===== config.mk =====
export PLATFORM = sky130hd
export DESIGN_NAME = emc_ctrl
export DESIGN_NICKNAME = d
export VERILOG_FILES = /design/src/emc_pkg.sv /design/src/emc_ctrl.sv
export SDC_FILE = /design/constraint.sdc
export NUM_CORES = 1
export LEC_CHECK = 0
export BUFFER_PORTS_ARGS = -buffer_cell sky130_fd_sc_hd__buf_2
export CORE_UTILIZATION = 39
export DETAILED_ROUTE_END_ITERATION = 16
export HOLD_SLACK_MARGIN = 0.1
export PLACE_DENSITY = 0.72
export SLEW_MARGIN = 0
export SYNTH_ARGS = -nofsm -noshare
export SYNTH_HDL_FRONTEND = slang
export SYNTH_SLANG_ARGS = --single-unit

===== constraint.sdc =====
create_clock -name core_clk_i -period 1.7 [get_ports core_clk_i]
set_input_delay 0.255 -clock core_clk_i [delete_from_list [all_inputs] [get_ports core_clk_i]]
set_output_delay 0.255 -clock core_clk_i [all_outputs]
set_load 0.01 [all_outputs]

===== src/emc_pkg.sv =====
// Constants shared by the external memory control-pin block
package emc_pkg;
  // Register byte offsets on the AXI4-Lite bus
  localparam logic [3:0] OFS_CTRL = 4'h0;
  localparam logic [3:0] OFS_CMD = 4'h4;
  localparam logic [3:0] OFS_STAT = 4'h8;
  // Control register fields
  localparam int CTRL_DIV_LO = 0;
  localparam int CTRL_RSEL = 2;
  localparam int CTRL_SDPRES = 3;
  localparam int CTRL_SREF = 4;
  localparam int CTRL_GPO = 5;
  localparam logic [5:0] CTRL_RST = 6'h08;
  // Command register fields
  localparam int CMD_TYPE_LO = 0;
  localparam int CMD_WR = 2;
  localparam int CMD_SP3 = 3;
  localparam int CMD_PDT = 4;
  // Status register fields
  localparam int ST_BUSY = 0;
  localparam int ST_HOLDA = 1;
  localparam int ST_RDY = 2;
  localparam int ST_CSEL_LO = 3;
  // Memory types of an access
  localparam logic [1:0] MT_ASYNC = 2'h0;
  localparam logic [1:0] MT_SDRAM = 2'h1;
  localparam logic [1:0] MT_SYNC = 2'h2;
  // Interface clock select strap codes
  localparam logic [1:0] CSEL_EXT = 2'h0;
  localparam logic [1:0] CSEL_DIV4 = 2'h1;
  localparam logic [1:0] CSEL_DIV6 = 2'h2;
  // Divider of the second output clock
  localparam logic [1:0] DIV_1 = 2'h0;
  localparam logic [1:0] DIV_2 = 2'h1;
  // CPU clock dividers: last count and high-phase length
  localparam logic [2:0] D4_LAST = 3'h3;
  localparam logic [2:0] D4_HIGH = 3'h2;
  localparam logic [2:0] D6_LAST = 3'h5;
  localparam logic [2:0] D6_HIGH = 3'h3;
  // AXI responses
  localparam logic [1:0] RESP_OK = 2'h0;
  localparam logic [1:0] RESP_ERR = 2'h2;
  // Access sequencer states
  typedef enum logic [1:0] {ST_IDLE, ST_PH1, ST_PH2, ST_WAIT} emc_state_e;
endpackage : emc_pkg

===== src/emc_ctrl.sv =====
// External memory interface control pins with AXI4-Lite registers
//
// Local design decisions: the AXI4-Lite slave port and the placing of the registers.
`timescale 1ns/1ps
`default_nettype none
module emc_ctrl (
  input wire logic core_clk_i,
  input wire logic rst_n_i,
  input wire logic [31:0] s_awaddr_i,
  input wire logic s_awvalid_i,
  output logic s_awready_o,
  input wire logic [31:0] s_wdata_i,
  input wire logic [3:0] s_wstrb_i,
  input wire logic s_wvalid_i,
  output logic s_wready_o,
  output logic [1:0] s_bresp_o,
  output logic s_bvalid_o,
  input wire logic s_bready_i,
  input wire logic [31:0] s_araddr_i,
  input wire logic s_arvalid_i,
  output logic s_arready_o,
  output logic [31:0] s_rdata_o,
  output logic [1:0] s_rresp_o,
  output logic s_rvalid_o,
  input wire logic s_rready_i,
  input wire logic ext_if_clk_in_i,
  input wire logic [1:0] clk_select_strap_i,
  input wire logic hold_req_in_i,
  input wire logic async_ready_in_i,
  output logic hold_ack_out_o,
  output logic bus_req_out_o,
  output logic full_clk_out_o,
  output logic div_clk_out_o,
  output logic read_strobe_n_o,
  output logic out_en_strobe_n_o,
  output logic write_strobe_n_o,
  output logic fifo_space_out_en_n_o,
  output logic periph_xfer_out_n_o,
  output logic sdram_clk_en_o,
  output logic bus_oe_o
);

  ////////////////////////////////////////////////////////////////
  // Pin synchronisers
  logic [1:0] ext_clk_q, strap_q0, strap_q1, hold_q, rdy_q;

  // Two flops per pin; only the second stage is read
  always_ff @(posedge core_clk_i) begin
    ext_clk_q <= {ext_clk_q[0], ext_if_clk_in_i};
    hold_q <= {hold_q[0], hold_req_in_i};
    rdy_q <= {rdy_q[0], async_ready_in_i};
    strap_q0 <= clk_select_strap_i;
    strap_q1 <= strap_q0;
  end

  wire logic hold_s = hold_q[1];
  wire logic rdy_s = rdy_q[1];

  ////////////////////////////////////////////////////////////////
  // Interface clock selection
  logic [1:0] clk_sel;
  logic strap_taken;

  // Strap caught once after reset release; reserved code falls back
  always_ff @(posedge core_clk_i) begin
    if (!rst_n_i) begin
      strap_taken <= 1'b0;
      clk_sel <= emc_pkg::CSEL_EXT;
    end else if (!strap_taken) begin
      strap_taken <= 1'b1;
      if (strap_q1 == emc_pkg::CSEL_DIV4 || strap_q1 == emc_pkg::CSEL_DIV6) begin
        clk_sel <= strap_q1;
      end else begin
        clk_sel <= emc_pkg::CSEL_EXT;
      end
    end
  end

  logic [2:0] cpu_cnt;
  logic if_lvl, if_lvl_d;

  // CPU dividers give a level; external clock is its synchronised level
  always_ff @(posedge core_clk_i) begin
    if (!rst_n_i) begin
      cpu_cnt <= 3'h0;
      if_lvl <= 1'b0;
      if_lvl_d <= 1'b0;
    end else begin
      if_lvl_d <= if_lvl;
      case (clk_sel)
        emc_pkg::CSEL_DIV4: begin
          cpu_cnt <= (cpu_cnt >= emc_pkg::D4_LAST) ? 3'h0 : cpu_cnt + 3'h1;
          if_lvl <= (cpu_cnt < emc_pkg::D4_HIGH);
        end
        emc_pkg::CSEL_DIV6: begin
          cpu_cnt <= (cpu_cnt >= emc_pkg::D6_LAST) ? 3'h0 : cpu_cnt + 3'h1;
          if_lvl <= (cpu_cnt < emc_pkg::D6_HIGH);
        end
        default: begin
          cpu_cnt <= 3'h0;
          if_lvl <= ext_clk_q[1];
        end
      endcase
    end
  end

  // One-cycle enable at each rising edge of the interface clock
  wire logic if_tick = if_lvl & ~if_lvl_d;

  ////////////////////////////////////////////////////////////////
  // Registers
  logic [5:0] ctrl;
  logic [4:0] cmd;
  logic pending;
  emc_pkg::emc_state_e state;

  // Output clocks; division counts interface ticks
  logic [1:0] div_cnt;
  always_ff @(posedge core_clk_i) begin
    if (!rst_n_i) begin
      div_cnt <= 2'h0;
      full_clk_out_o <= 1'b0;
      div_clk_out_o <= 1'b0;
    end else begin
      full_clk_out_o <= if_lvl_d;
      if (if_tick) begin
        div_cnt <= div_cnt + 2'h1;
      end
      case (ctrl[emc_pkg::CTRL_DIV_LO +: 2])
        emc_pkg::DIV_1: div_clk_out_o <= if_lvl_d;
        emc_pkg::DIV_2: div_clk_out_o <= div_cnt[0];
        default: div_clk_out_o <= div_cnt[1];
      endcase
    end
  end

  ////////////////////////////////////////////////////////////////
  // AXI4-Lite write channel: address and data taken in either order
  logic aw_held, w_held;
  logic [3:0] aw_ofs;
  logic [31:0] w_data;
  logic [3:0] w_strb;
  wire logic wr_go = aw_held & w_held & ~s_bvalid_o;

  always_ff @(posedge core_clk_i) begin
    if (!rst_n_i) begin
      aw_held <= 1'b0;
      w_held <= 1'b0;
      aw_ofs <= 4'h0;
      w_data <= 32'h0;
      w_strb <= 4'h0;
      s_bvalid_o <= 1'b0;
      s_bresp_o <= emc_pkg::RESP_OK;
    end else begin
      if (s_awvalid_i && s_awready_o) begin
        aw_held <= 1'b1;
        aw_ofs <= s_awaddr_i[3:0];
      end
      if (s_wvalid_i && s_wready_o) begin
        w_held <= 1'b1;
        w_data <= s_wdata_i;
        w_strb <= s_wstrb_i;
      end
      if (wr_go) begin
        aw_held <= 1'b0;
        w_held <= 1'b0;
        s_bvalid_o <= 1'b1;
        s_bresp_o <= (aw_ofs == emc_pkg::OFS_CTRL || aw_ofs == emc_pkg::OFS_CMD ||
                      aw_ofs == emc_pkg::OFS_STAT) ? emc_pkg::RESP_OK : emc_pkg::RESP_ERR;
      end else if (s_bvalid_o && s_bready_i) begin
        s_bvalid_o <= 1'b0;
      end
    end
  end

  // Ready only while no word is held, so one write is under way
  always_ff @(posedge core_clk_i) begin
    if (!rst_n_i) begin
      s_awready_o <= 1'b0;
      s_wready_o <= 1'b0;
    end else begin
      s_awready_o <= ~aw_held & ~(s_awvalid_i & s_awready_o);
      s_wready_o <= ~w_held & ~(s_wvalid_i & s_wready_o);
    end
  end

  // Control register; a command written while busy is dropped
  always_ff @(posedge core_clk_i) begin
    if (!rst_n_i) begin
      ctrl <= emc_pkg::CTRL_RST;
      cmd <= 5'h0;
    end else if (wr_go && w_strb[0]) begin
      if (aw_ofs == emc_pkg::OFS_CTRL) begin
        ctrl <= w_data[5:0];
      end
      if (aw_ofs == emc_pkg::OFS_CMD && !pending) begin
        cmd <= w_data[4:0];
      end
    end
  end

  wire logic cmd_go = wr_go & w_strb[0] & (aw_ofs == emc_pkg::OFS_CMD) & ~pending;

  ////////////////////////////////////////////////////////////////
  // AXI4-Lite read channel: answer one cycle after the address
  always_ff @(posedge core_clk_i) begin
    if (!rst_n_i) begin
      s_arready_o <= 1'b0;
      s_rvalid_o <= 1'b0;
      s_rdata_o <= 32'h0;
      s_rresp_o <= emc_pkg::RESP_OK;
    end else begin
      s_arready_o <= ~s_rvalid_o & ~(s_arvalid_i & s_arready_o);
      if (s_arvalid_i && s_arready_o) begin
        s_rvalid_o <= 1'b1;
        s_rresp_o <= emc_pkg::RESP_OK;
        s_rdata_o <= 32'h0;
        case (s_araddr_i[3:0])
          emc_pkg::OFS_CTRL: s_rdata_o[5:0] <= ctrl;
          emc_pkg::OFS_CMD: s_rdata_o[4:0] <= cmd;
          emc_pkg::OFS_STAT: begin
            s_rdata_o[emc_pkg::ST_BUSY] <= pending;
            s_rdata_o[emc_pkg::ST_HOLDA] <= hold_ack_out_o;
            s_rdata_o[emc_pkg::ST_RDY] <= rdy_s;
            s_rdata_o[emc_pkg::ST_CSEL_LO +: 2] <= clk_sel;
          end
          default: s_rresp_o <= emc_pkg::RESP_ERR;
        endcase
      end else if (s_rvalid_o && s_rready_i) begin
        s_rvalid_o <= 1'b0;
      end
    end
  end

  ////////////////////////////////////////////////////////////////
  // Hold arbitration and access sequencing, paced by the interface clock
  wire logic [1:0] mtype = cmd[emc_pkg::CMD_TYPE_LO +: 2];
  wire logic is_wr = cmd[emc_pkg::CMD_WR];
  wire logic rsel = ctrl[emc_pkg::CTRL_RSEL];

  always_ff @(posedge core_clk_i) begin
    if (!rst_n_i) begin
      pending <= 1'b0;
      hold_ack_out_o <= 1'b0;
      bus_req_out_o <= 1'b0;
      bus_oe_o <= 1'b1;
      state <= emc_pkg::ST_IDLE;
    end else begin
      if (cmd_go) begin
        pending <= 1'b1;
      end
      bus_req_out_o <= pending | cmd_go;
      bus_oe_o <= ~hold_ack_out_o;
      if (if_tick) begin
        case (state)
          emc_pkg::ST_IDLE: begin
            if (hold_s) begin
              hold_ack_out_o <= 1'b1;
            end else if (hold_ack_out_o) begin
              hold_ack_out_o <= 1'b0;
            end else if (pending) begin
              state <= emc_pkg::ST_PH1;
            end
          end
          emc_pkg::ST_PH1: begin
            state <= (mtype == emc_pkg::MT_ASYNC) ? emc_pkg::ST_WAIT : emc_pkg::ST_PH2;
          end
          emc_pkg::ST_WAIT: begin
            if (rdy_s) begin
              state <= emc_pkg::ST_IDLE;
              pending <= 1'b0;
            end
          end
          emc_pkg::ST_PH2: begin
            state <= emc_pkg::ST_IDLE;
            pending <= 1'b0;
          end
          default: state <= emc_pkg::ST_IDLE;
        endcase
      end
    end
  end

  ////////////////////////////////////////////////////////////////
  // Shared strobe pins, active low, chosen by memory type
  logic rd_n, oe_n, we_n, f3_n;
  always_comb begin
    rd_n = 1'b1;
    oe_n = 1'b1;
    we_n = 1'b1;
    f3_n = 1'b1;
    if (state != emc_pkg::ST_IDLE) begin
      case (mtype)
        emc_pkg::MT_ASYNC: begin
          rd_n = is_wr;
          oe_n = is_wr;
          we_n = ~is_wr;
        end
        emc_pkg::MT_SDRAM: begin
          oe_n = (state != emc_pkg::ST_PH1);
          rd_n = (state != emc_pkg::ST_PH2);
          we_n = ~(is_wr && state == emc_pkg::ST_PH2);
        end
        emc_pkg::MT_SYNC: begin
          // Address strobe marks only the first phase unless CTRL_RSEL is set; read enable spans both
          rd_n = rsel ? is_wr : (state != emc_pkg::ST_PH1);
          oe_n = is_wr;
          we_n = ~is_wr;
          f3_n = is_wr | ~cmd[emc_pkg::CMD_SP3];
        end
        default: begin
          rd_n = 1'b1;
        end
      endcase
    end
  end

  // Registered pins; clock enable drops for self-refresh or is a plain output
  always_ff @(posedge core_clk_i) begin
    if (!rst_n_i) begin
      read_strobe_n_o <= 1'b1;
      out_en_strobe_n_o <= 1'b1;
      write_strobe_n_o <= 1'b1;
      fifo_space_out_en_n_o <= 1'b1;
      periph_xfer_out_n_o <= 1'b1;
      sdram_clk_en_o <= 1'b1;
    end else begin
      read_strobe_n_o <= rd_n;
      out_en_strobe_n_o <= oe_n;
      write_strobe_n_o <= we_n;
      fifo_space_out_en_n_o <= f3_n;
      periph_xfer_out_n_o <= ~(cmd[emc_pkg::CMD_PDT] && state != emc_pkg::ST_IDLE);
      if (ctrl[emc_pkg::CTRL_SDPRES]) begin
        sdram_clk_en_o <= ~ctrl[emc_pkg::CTRL_SREF];
      end else begin
        sdram_clk_en_o <= ctrl[emc_pkg::CTRL_GPO];
      end
    end
  end

endmodule // emc_ctrl
`default_nettype wire


==> out/metrics.cfg, run 1 <==
[cells_and_area]
final_common_cell = dfxtp_1
final_cell_mix = dfxtp_1 (71), buf_2 (50), nand2_1 (38), conb_1 (28), a21oi_1 (20)
final_nets = 484
fin_util = 0.4980
area_growth_pct = 21.12
n_fill_cell = 658
drive_above_1_share = 0.2339
num_antenna_cells = 0

[clock_network]
clock-sinks = 71
cts_made_buffers = 9
post_cts_buffers = 0
h-tree-depth = 3
cts_max_path_buffers = 2
cts_tree = done
cts_root_buf = clkbuf_8
clk_latency_ns = 0.34
clk_pin_slew_ns = 0.07

[logic_synthesis]
synth_mux_area_frac = 0.06924
synth_top_area_share = 0.4978
synth_top_family_by_area = simple AND/OR/NAND/NOR gates
synth_compound_area_frac = 0.1152
yosysSeqAreaShare = 0.4978
syn-cell-area_mm2 = 0.002855
postSynth.asyncResetShare = 0
synthAdderAreaFrac = 0.02191
synthXorXnorAreaFrac = 0.006135
synth_top_area_cell = dfxtp_1
netlist_top_cells_area = dfxtp_1 (50%), buf_4 (7.4%), nand2_1 (5.0%)
yosys_warnings = 0
synthCells = 303
synth-simple-area-share = 0.1884
synth_top_flop_cell = dfxtp_1
ys_seq_elements = 71
synth_edf_count = 0
post_synth.cell_area_avg_um2 = 9.423
ys_types = 42

[critical_path]
reg2reg_depth = 3
critPathArrivalTime_ns = 1.83
crit_path_end_kind = register
r2r_start = aw_ofs[3]
reg2reg_slack_ns = 0.10
reg2reg_to = cmd[2]
crit_required_ns = 1.93
path_max_fanout = 5
start_kind = register
worst-setup-path-type = register to register

[floorplan]
initial_utilization = 0.4112
chipWidth_um = 87.57
rows = 30
dieHeight_um = 87.57
die_area_mm2 = 0.007668
core_area_mm2 = 0.006944
ios = 164

[sta]
fin_crit_ns = 1.598
finalHoldWorstSlack_ns = 0.1623
rsz0062_at_grt = no
setup_viol = 0
final_hold_viol_count = 0
fin_crit_sh = 0.9401
worst_slack_ns = 0.1018
max_freq_mhz = 625.7
fin_skew_ns = 0.007356
final-max-slew-violation-count = 0
setup_tns_ns = 0

[detailed_routing]
via_count = 2243
routedWlPerCell_um = 11.76
first_pass_iters = 4
drt-total-wl_um = 5506
drtAntennaViolNets = 0
drt-initial-drc-count = 100
via_per_inst = 4.793
drcViolationCount = 0

[placed_design]
port_buffers = 50
gp_congestion = 0.8250
dp_hpwl_um = 4022
place_ws_ns = -0.01017

[power]
power_leakage_uw = 0.001425
finalPower_uw = 3603
ir_drop_mv = 0.5028
powerDensity_mw_per_mm2 = 1042

[grt]
first_global_vias = 1924
grt_use_total = 0.1538
grt-ovfl-total = 0
grt_first_pass_wirelength_um = 8914
grt_max_degree = 24
antenna_found_initial = 0

[worst_hold_path]
whs_path_depth = 3
min_to = s_bvalid_o
hold_path.class = primary input to register
min_from = s_bready_i

[outcome]
outcome = completed

[flow_run]
drv_cap = 0

[what timing repair did]
item                                   in CTS  in global routing
setup endpoints to repair                   5                  0
hold buffers                                5                  0
endpoints found under the hold margin       5                  0
gates resized for setup                     1                  0
[cell usage after synthesis, types with 2 or more instances]
cell type / number
inv_1: 6
buf_4: 28
nor3_1: 3
dfxtp_1: 71
mux2i_1: 13
nand2b_1: 6
and2_1: 5
a31oi_1: 3
nor4_1: 4
ha_1: 5
a21oi_1: 20
nand3b_1: 2
nor4b_1: 3
nor3b_1: 4
mux2_2: 6
nor2_1: 14
a211oi_1: 4
clkbuf_1: 11
a22oi_1: 6
o21ai_0: 12
nand3_1: 18
nand2_1: 38
o21bai_1: 2
[stage by stage]
step / cell area [µm²] / cells
finish: 3458 / 468
global route: 3458 / 468
CTS: 3458 / 468
detailed placement: 3159 / 447
global placement: 3159 / 447
floorplan: 2957 / 330
[where the power goes]
part           switching (µW)  internal, µW
clock                     598          1010
sequential               38.9          1720
combinational             139           102
total                     776          2830
[critical path, cell delays in order (launching register included)]
cell     delay [ns]
dfxtp_1        0.31
or4b_4         0.53
or4_4          0.49
mux2i_1        0.15
[registers in the layout, indices dropped and copies added, names as in the netlist, 3 cells and up]
register,cells
cpu_cnt,3
ctrl,6
s_rdata_o,6
cmd,5
aw_ofs,4
w_data,6
[per-layer routing]
metal,share of wire,wire (µm),global-route usage,up-vias
met3,0.056,306,0.06221,4
li1,-,-,-,1129
met1,0.47,2582,0.1978,1040
met5,0,0,0,-
met2,0.47,2574,0.2344,70
met4,0.0078,43,0.05365,0
[cell type report]
type	count	area, µm²	area share
Sequential cell	71	1421	0.4110
Multi-Input combinational cell	213	1254	0.3625
Timing Repair Buffer	66	395.4	0.1143
Clock buffer	10	137.6	0.03980
Tap cell	96	120.1	0.03473
Clock inverter	6	107.6	0.03111
Inverter	6	22.52	0.006512
[worst max-delay path by stage]
stage	startpoint	to	cells after the start
after floorplan	aw_ofs[3]	cmd[0]	4
after global placement	aw_ofs[3]	cmd[1]	3
after detailed placement	aw_ofs[3]	cmd[2]	3
after CTS	aw_ofs[3]	cmd[2]	3
after global routing	w_strb[0]	ctrl[4]	5
final	aw_ofs[3]	cmd[2]	3
[cell families (layout without fill, tap and decap cells)]
logic type      after synthesis  in the layout
fa+ha+maj                     5              5
xor+xnor                      2              2
other cells                   1             28
flops                        71             71
mux                          19             19
compound gates               54             54
buf+inv                      46             88
simple gates                105            105
Note: power is estimated with default switching activity, not from simulation.
==> run 2, diff against run 1 <==
Settings changed: ABC_AREA set to 1, CORE_UTILIZATION 39 to 40, GPL_TIMING_DRIVEN set to 0, PLACE_DENSITY 0.72 to 0.73.
==> run 2 against run 1 <==
Flip-flop and latch count stayed put; first-iteration DRC count rose by 53%; via count is 9.9% higher; non-clock buffer count is 26 higher; largest cell class unchanged.
==> out/metrics.cfg, run 2 <==
[clock_network]
post_cts_buffers = 0  ; unchanged
cts_tree = done  ; unchanged
cts_max_path_buffers = 2  ; unchanged
clk_latency_ns = 0.34  ; about the same
cts_made_buffers = 9  ; unchanged
h-tree-depth = 3  ; unchanged
cts_root_buf = clkbuf_8  ; unchanged
clock-sinks = 71  ; unchanged
clk_pin_slew_ns = 0.07  ; about the same

[power]
finalPower_uw = 3591  ; was 3603 µW
ir_drop_mv = 0.4363  ; was 0.5028 mV
power_leakage_uw = 0.001693  ; was 0.001425 µW
powerDensity_mw_per_mm2 = 972.3  ; was 1042 mW/mm²

[logic_synthesis]
synthCells = 362  ; was 303
yosysMostFrequentCell = dfxtp_1  ; unchanged
ys_seq_elements = 71  ; unchanged
syn-cell-area_mm2 = 0.002938  ; was 0.002855 mm²
ys_types = 35  ; was 42
netlist_top_cells_area = dfxtp_1 (48%), buf_4 (7.2%), nor2_1 (7.2%)  ; was dfxtp_1 (50%), buf_4 (7.4%), nand2_1 (5.0%)
postSynth.asyncResetShare = 0  ; unchanged
synthTopCellsByCount = dfxtp_1 (71), nor2_1 (56), nand2_1 (42), inv_1 (32), nand3_1 (31)  ; was dfxtp_1 (71), nand2_1 (38), buf_4 (28), a21oi_1 (20), nand3_1 (18)
synth_top_area_share = 0.4838  ; was 0.4978
synth_top_flop_cell = dfxtp_1  ; unchanged
post_synth.cell_area_avg_um2 = 8.116  ; was 9.423 µm²
yosysSeqAreaShare = 0.4838  ; was 0.4978
yosys_warnings = 0  ; unchanged
synth_edf_count = 0  ; unchanged
synth_top_area_cell = dfxtp_1  ; unchanged

[detailed_routing]
via_count = 2464  ; was 2243
routedWlPerCell_um = 10.47  ; was 11.76 µm
drt-initial-drc-count = 153  ; was 100
drt-total-wl_um = 5833  ; was 5506 µm
via_per_inst = 4.424  ; was 4.793
first_pass_iters = 4  ; unchanged
drcViolationCount = 0  ; unchanged
drtAntennaViolNets = 0  ; unchanged

[sta]
setup_viol = 0  ; unchanged
setup_tns_ns = 0  ; unchanged
fin_crit_ns = 1.483  ; was 1.598 ns
fin_skew_ns = 0.006633  ; was 0.007356 ns
final_hold_viol_count = 0  ; unchanged
max_freq_mhz = 674.5  ; was 625.7 MHz
final-max-slew-violation-count = 0  ; unchanged
fin_crit_sh = 0.8721  ; was 0.9401
rsz0062_at_grt = no  ; unchanged

[critical_path]
r2r_start = clk_sel[0]  ; was aw_ofs[3]
crit_required_ns = 1.90  ; was 1.93 ns
path_max_fanout = 10  ; was 5
crit_path_end_kind = register  ; unchanged
reg2reg_to = if_lvl  ; was cmd[2]
reg2reg_slack_ns = 0.47  ; was 0.10 ns
start_kind = primary input  ; was register
worst-setup-path-type = primary input to register  ; was register to register
critPathArrivalTime_ns = 1.68  ; was 1.83 ns
reg2reg_depth = 7  ; was 3

[grt]
antenna_found_initial = 0  ; unchanged
grt-ovfl-total = 0  ; unchanged
grt_first_pass_wirelength_um = 9666  ; was 8914 µm
grt_use_total = 0.1666  ; was 0.1538
grt_max_degree = 12  ; was 24
first_global_vias = 2172  ; was 1924

[floorplan]
core_area_mm2 = 0.006944  ; unchanged
chipWidth_um = 87.70  ; was 87.57 µm
initial_utilization = 0.4231  ; was 0.4112
die_area_mm2 = 0.007691  ; was 0.007668 mm²
dieHeight_um = 87.70  ; was 87.57 µm
rows = 30  ; unchanged
ios = 164  ; unchanged

[worst_hold_path]
whs_path_depth = 4  ; was 3
min_from = s_rready_i  ; was s_bready_i
hold_path.class = primary input to register  ; unchanged
min_to = s_rvalid_o  ; was s_bvalid_o

[cells_and_area]
drive_above_1_share = 0.2603  ; was 0.2339
num_antenna_cells = 0  ; unchanged
area_growth_pct = 25.72  ; was 21.12%
final_nets = 573  ; was 484
final_cell_mix = dfxtp_1 (71), nor2_1 (56), buf_2 (54), nand2_1 (42), inv_1 (32)  ; was dfxtp_1 (71), buf_2 (50), nand2_1 (38), conb_1 (28), a21oi_1 (20)
final_common_cell = dfxtp_1  ; unchanged
top_regs = ctrl x6, s_rdata_o x6, w_data x6  ; unchanged

[outcome]
outcome = completed  ; unchanged

[placed_design]
gp_congestion = 0.8620  ; was 0.8250
dp_hpwl_um = 4296  ; was 4022 µm
port_buffers = 50  ; unchanged

[flow_run]
drv_cap = 0  ; unchanged

-- run 2: cell count changes after synthesis, sizes merged, moves of 8 or more --
cell    change
nor2       +48
inv        +31
o21ai      +17
nand3      +14
mux2i      -12
clkbuf      -8
-- run 2: kinds of logic (layout without fill, tap and decap cells) --
kind of cell / Yosys count / count (layout) / share of synthesized area
mux: 1 / 1 / 0.003407
fa+ha+maj: 5 / 5 / 0.02129
compound gates: 60 / 60 / 0.1141
simple gates: 149 / 149 / 0.2364
other cells: 1 / 28 / 0.001276
buf+inv: 74 / 146 / 0.1367
flops: 71 / 71 / 0.4838
xor+xnor: 1 / 1 / 0.002982
-- run 2: area by class of cell --
| cell class | instances | area [µm²] |
|---|---|---|
| fillers | 652 | 3251 |
| clock buffers | 13 | 158.9 |
| repair buffers | 56 | 310.3 |
| well taps | 96 | 120.1 |
| clock inverters | 3 | 65.06 |
| inverters | 38 | 147.6 |
| flip-flops and latches | 71 | 1421 |
| plain buffers | 36 | 254.0 |
| multi-input cells | 244 | 1216 |
-- run 2: what timing repair did --
| action | CTS | global route |
|---|---|---|
| endpoints found under the hold margin | 6 | 0 |
| gates resized for setup | 0 | 0 |
| hold buffers | 6 | 0 |
-- run 2: power breakdown --
part	switching (µW)	internal, µW
sequential	42.5	1730
combinational	190	146
clock	578	905
-- run 2: layer usage --
layer,vias to the layer above,share of wire,global-route usage
met3,12,0.063,0.03676
met4,0,0.022,0.08495
met1,1052,0.47,0.2179
met5,-,0,0
li1,1305,-,-
met2,95,0.45,0.2586
-- run 2: worst max-delay path by stage --
stage	to	depth (start not counted)	slack, ns	start
2_1_floorplan	if_lvl	7	0.63	clk_sel[0]
3_5_place_dp	ctrl[3]	4	0.41	rst_n_i
5_1_grt	cmd[0]	6	0.11	rst_n_i
6_report	ctrl[3]	5	0.22	rst_n_i
4_1_cts	ctrl[3]	5	0.22	rst_n_i
3_3_place_gp	ctrl[3]	4	0.42	rst_n_i
-- run 2: worst max-delay path: stages --
cell	delay [ns]
dlygate4sd3_1	0.54
buf_2	0.11
buf_2	0.21
clkbuf_1	0.41
o211ai_1	0.15
-- run 2: metrics by stage --
stage,cell area [µm²],util,hold WS (ns),worst slack [ns],instances
finish,3694,0.5319,0.1594,0.2174,557
detailed placement,3410,0.4910,0.3135,0.4097,535
floorplan,3039,-,0.2827,0.6294,389
global route,3694,0.5319,0.1621,0.1094,557
CTS,3694,0.5319,0.1465,0.2248,557
global placement,3410,0.4910,0.3132,0.4193,535
==> run 3, diff against run 2 <==
Settings changed: CORE_UTILIZATION 40 to 44, PLACE_DENSITY 0.73 to 0.77.
Clock period 1.7 ns to 1.4 ns, I/O delays scaled along.
==> run 3 against run 2 <==
Clock power hardly changed; global-route usage rose by 1.8 points; die area decreased by 8.9%.
==> out/metrics.cfg, run 3 (synthesis results as in run 2) <==
[placed_design]
place_area_mm2 = 0.003386  ; was 0.003410 mm²
dp_hpwl_um = 4490  ; was 4296 µm
placedCellCount = 516  ; was 535
port_buffers = 50  ; unchanged
gp_congestion = 0.8191  ; was 0.8620

[clock_network]
clock-sinks = 71  ; unchanged
post_cts_buffers = 0  ; unchanged
cts.repair.resized = 0  ; unchanged
clk_pin_slew_ns = 0.07  ; about the same
cts_tree = done  ; unchanged
h-tree-depth = 3  ; unchanged
cts_max_path_buffers = 2  ; unchanged
clk_latency_ns = 0.34  ; about the same
cts_made_buffers = 9  ; unchanged
cts_root_buf = clkbuf_8  ; unchanged

[power]
ir_drop_mv = 0.5280  ; was 0.4363 mV
power.share.sequential = 0.531  ; was 0.493
p_sw_frac = 0.2575  ; was 0.2258
powerDensity_mw_per_mm2 = 1116  ; was 972.3 mW/mm²
switchingPower_uw = 1043  ; was 810.9 µW
cell_internal_pwr_uw = 3008  ; was 2780 µW
combPwrFrac = 0.102  ; was 0.094
clkPwrFrac = 0.367  ; was 0.413
power_leakage_uw = 0.001667  ; was 0.001693 µW

[floorplan]
die_area_mm2 = 0.007007  ; was 0.007691 mm²
rows = 29  ; was 30
chipWidth_um = 83.71  ; was 87.70 µm
core_area_mm2 = 0.006386  ; was 0.006944 mm²
dieHeight_um = 83.71  ; was 87.70 µm
initial_utilization = 0.4600  ; was 0.4231
ios = 164  ; unchanged

[worst_hold_path]
hold_path.class = primary input to register  ; unchanged

[grt]
antenna_found_initial = 0  ; unchanged
grt_max_degree = 13  ; was 12
grt_use_total = 0.1844  ; was 0.1666
grt_first_pass_wirelength_um = 10210  ; was 9666 µm
grt-ovfl-total = 0  ; unchanged
first_global_vias = 2339  ; was 2172

[detailed_routing]
via_per_inst = 4.662  ; was 4.424
via_count = 2508  ; was 2464
routedWlPerCell_um = 11.24  ; was 10.47 µm
first_pass_iters = 4  ; unchanged
drt-total-wl_um = 6046  ; was 5833 µm
drt-initial-drc-count = 174  ; was 153
drtAntennaViolNets = 0  ; unchanged
drcViolationCount = 0  ; unchanged

[cells_and_area]
final_cell_mix = dfxtp_1 (71), nor2_1 (56), buf_2 (54), nand2_1 (42), inv_1 (32)  ; unchanged
top_regs = ctrl x6, s_rdata_o x6, w_data x6  ; unchanged
stdcell_count = 538  ; was 557
final_nets = 573  ; unchanged
n_fill_cell = 617  ; was 652
fin_area_mm2 = 0.003630  ; was 0.003694 mm²
layout.area.seq_mm2 = 0.001421  ; unchanged
multiInputGateArea_mm2 = 0.001216  ; unchanged
num_antenna_cells = 0  ; unchanged
final_common_cell = dfxtp_1  ; unchanged
drive_above_1_share = 0.2646  ; was 0.2603
area_growth_pct = 23.55  ; was 25.72%

[sta]
final_hold_viol_count = 0  ; unchanged
tightest_slew_ns = 0.5214
rsz0062_at_grt = no  ; unchanged
max_freq_mhz = 801.6
final-max-slew-violation-count = 0  ; unchanged
setup_viol = 0  ; unchanged
fin_crit_ns = 1.247
setup_tns_ns = 0  ; unchanged
fin_crit_sh = 0.8910
fin_skew_ns = 0.007247  ; was 0.006633 ns
slew_headroom = 0.6524

[critical_path]
crit_path_end_kind = register  ; unchanged
worst-setup-path-type = register to register  ; was primary input to register
crit_required_ns = 1.67  ; was 1.90 ns
reg2reg_slack_ns = 0.15  ; was 0.47 ns
start_kind = register  ; was primary input
path_max_fanout = 3  ; was 10
critPathArrivalTime_ns = 1.51  ; was 1.68 ns

[outcome]
outcome = completed  ; unchanged

[flow_run]
drv_cap = 0  ; unchanged

[run 3: cell count changes in the layout (fill, tap and decap cells not counted), sizes merged]
cell      previous run  this run
clkinvlp             0         3
bufinv               2         0
clkbuf              16        14
clkinv               2         3
[run 3: worst paths after layout]
check,cells past startpoint,start,endpoint
max,5,cpu_cnt[1],cpu_cnt[0]
min,4,s_rready_i,s_rvalid_o
max reg2reg,5,cpu_cnt[1],cpu_cnt[0]
min reg2reg,0,rdy_q[0],rdy_q[1]
[run 3: critical path: stages, from the launching register on]
cell and delay (ns):
dfxtp_1 0.35, inv_1 0.08, ha_1 0.18, nor3_1 0.21
o21ai_0 0.18, a21oi_1 0.18
[run 3: timing repair]
action / in CTS / in global routing
hold endpoints to repair: 6 / 0
setup endpoints to repair: 0 / 0
hold buffers: 6 / 0
[run 3: power by group through the flow]
| stage | Clock, µW | Combinational [µW] | Sequential, µW |
|---|---|---|---|
| 6_report | 1490 | 414 | 2150 |
| 3_5_place_dp | 0 | 397 | 2200 |
| 5_1_grt | 1620 | 460 | 2160 |
| 3_3_place_gp | 0 | 386 | 2190 |
| 2_1_floorplan | 0 | 280 | 2200 |
| 4_1_cts | 1510 | 412 | 2150 |
[run 3: per-stage QoR]
| stage | setup WS [ns] | hold slack [ns] | power, µW | util |
|---|---|---|---|---|
| 2_1_floorplan | 0.3294 | 0.2377 | 2475 | - |
| 3_3_place_gp | 0.1532 | 0.3111 | 2579 | 0.5302 |
| 3_5_place_dp | 0.1154 | 0.3139 | 2594 | 0.5302 |
| 4_1_cts | 0.1351 | 0.1050 | 4075 | 0.5684 |
| 5_1_grt | 0.05301 | 0.1189 | 4243 | 0.5684 |
| 6_report | 0.1526 | 0.1113 | 4052 | 0.5684 |
[run 3: layer usage]
| metal | wire [µm] | global-route usage |
|---|---|---|
| met1 | 2677 | 0.2192 |
| met2 | 2801 | 0.3016 |
| met3 | 421 | 0.04946 |
| met4 | 146 | 0.1017 |
| met5 | 0 | 0 |
[run 3: final cells by class]
cell class                      count  share of cell area
Clock inverter                      5            0.008962
Sequential cell                    71              0.3916
Clock buffer                       11             0.04171
Tap cell                           77             0.02654
Timing Repair Buffer               56             0.08549
Inverter                           38             0.04068
Buffer                             36             0.06998
Multi-Input combinational cell    244              0.3351
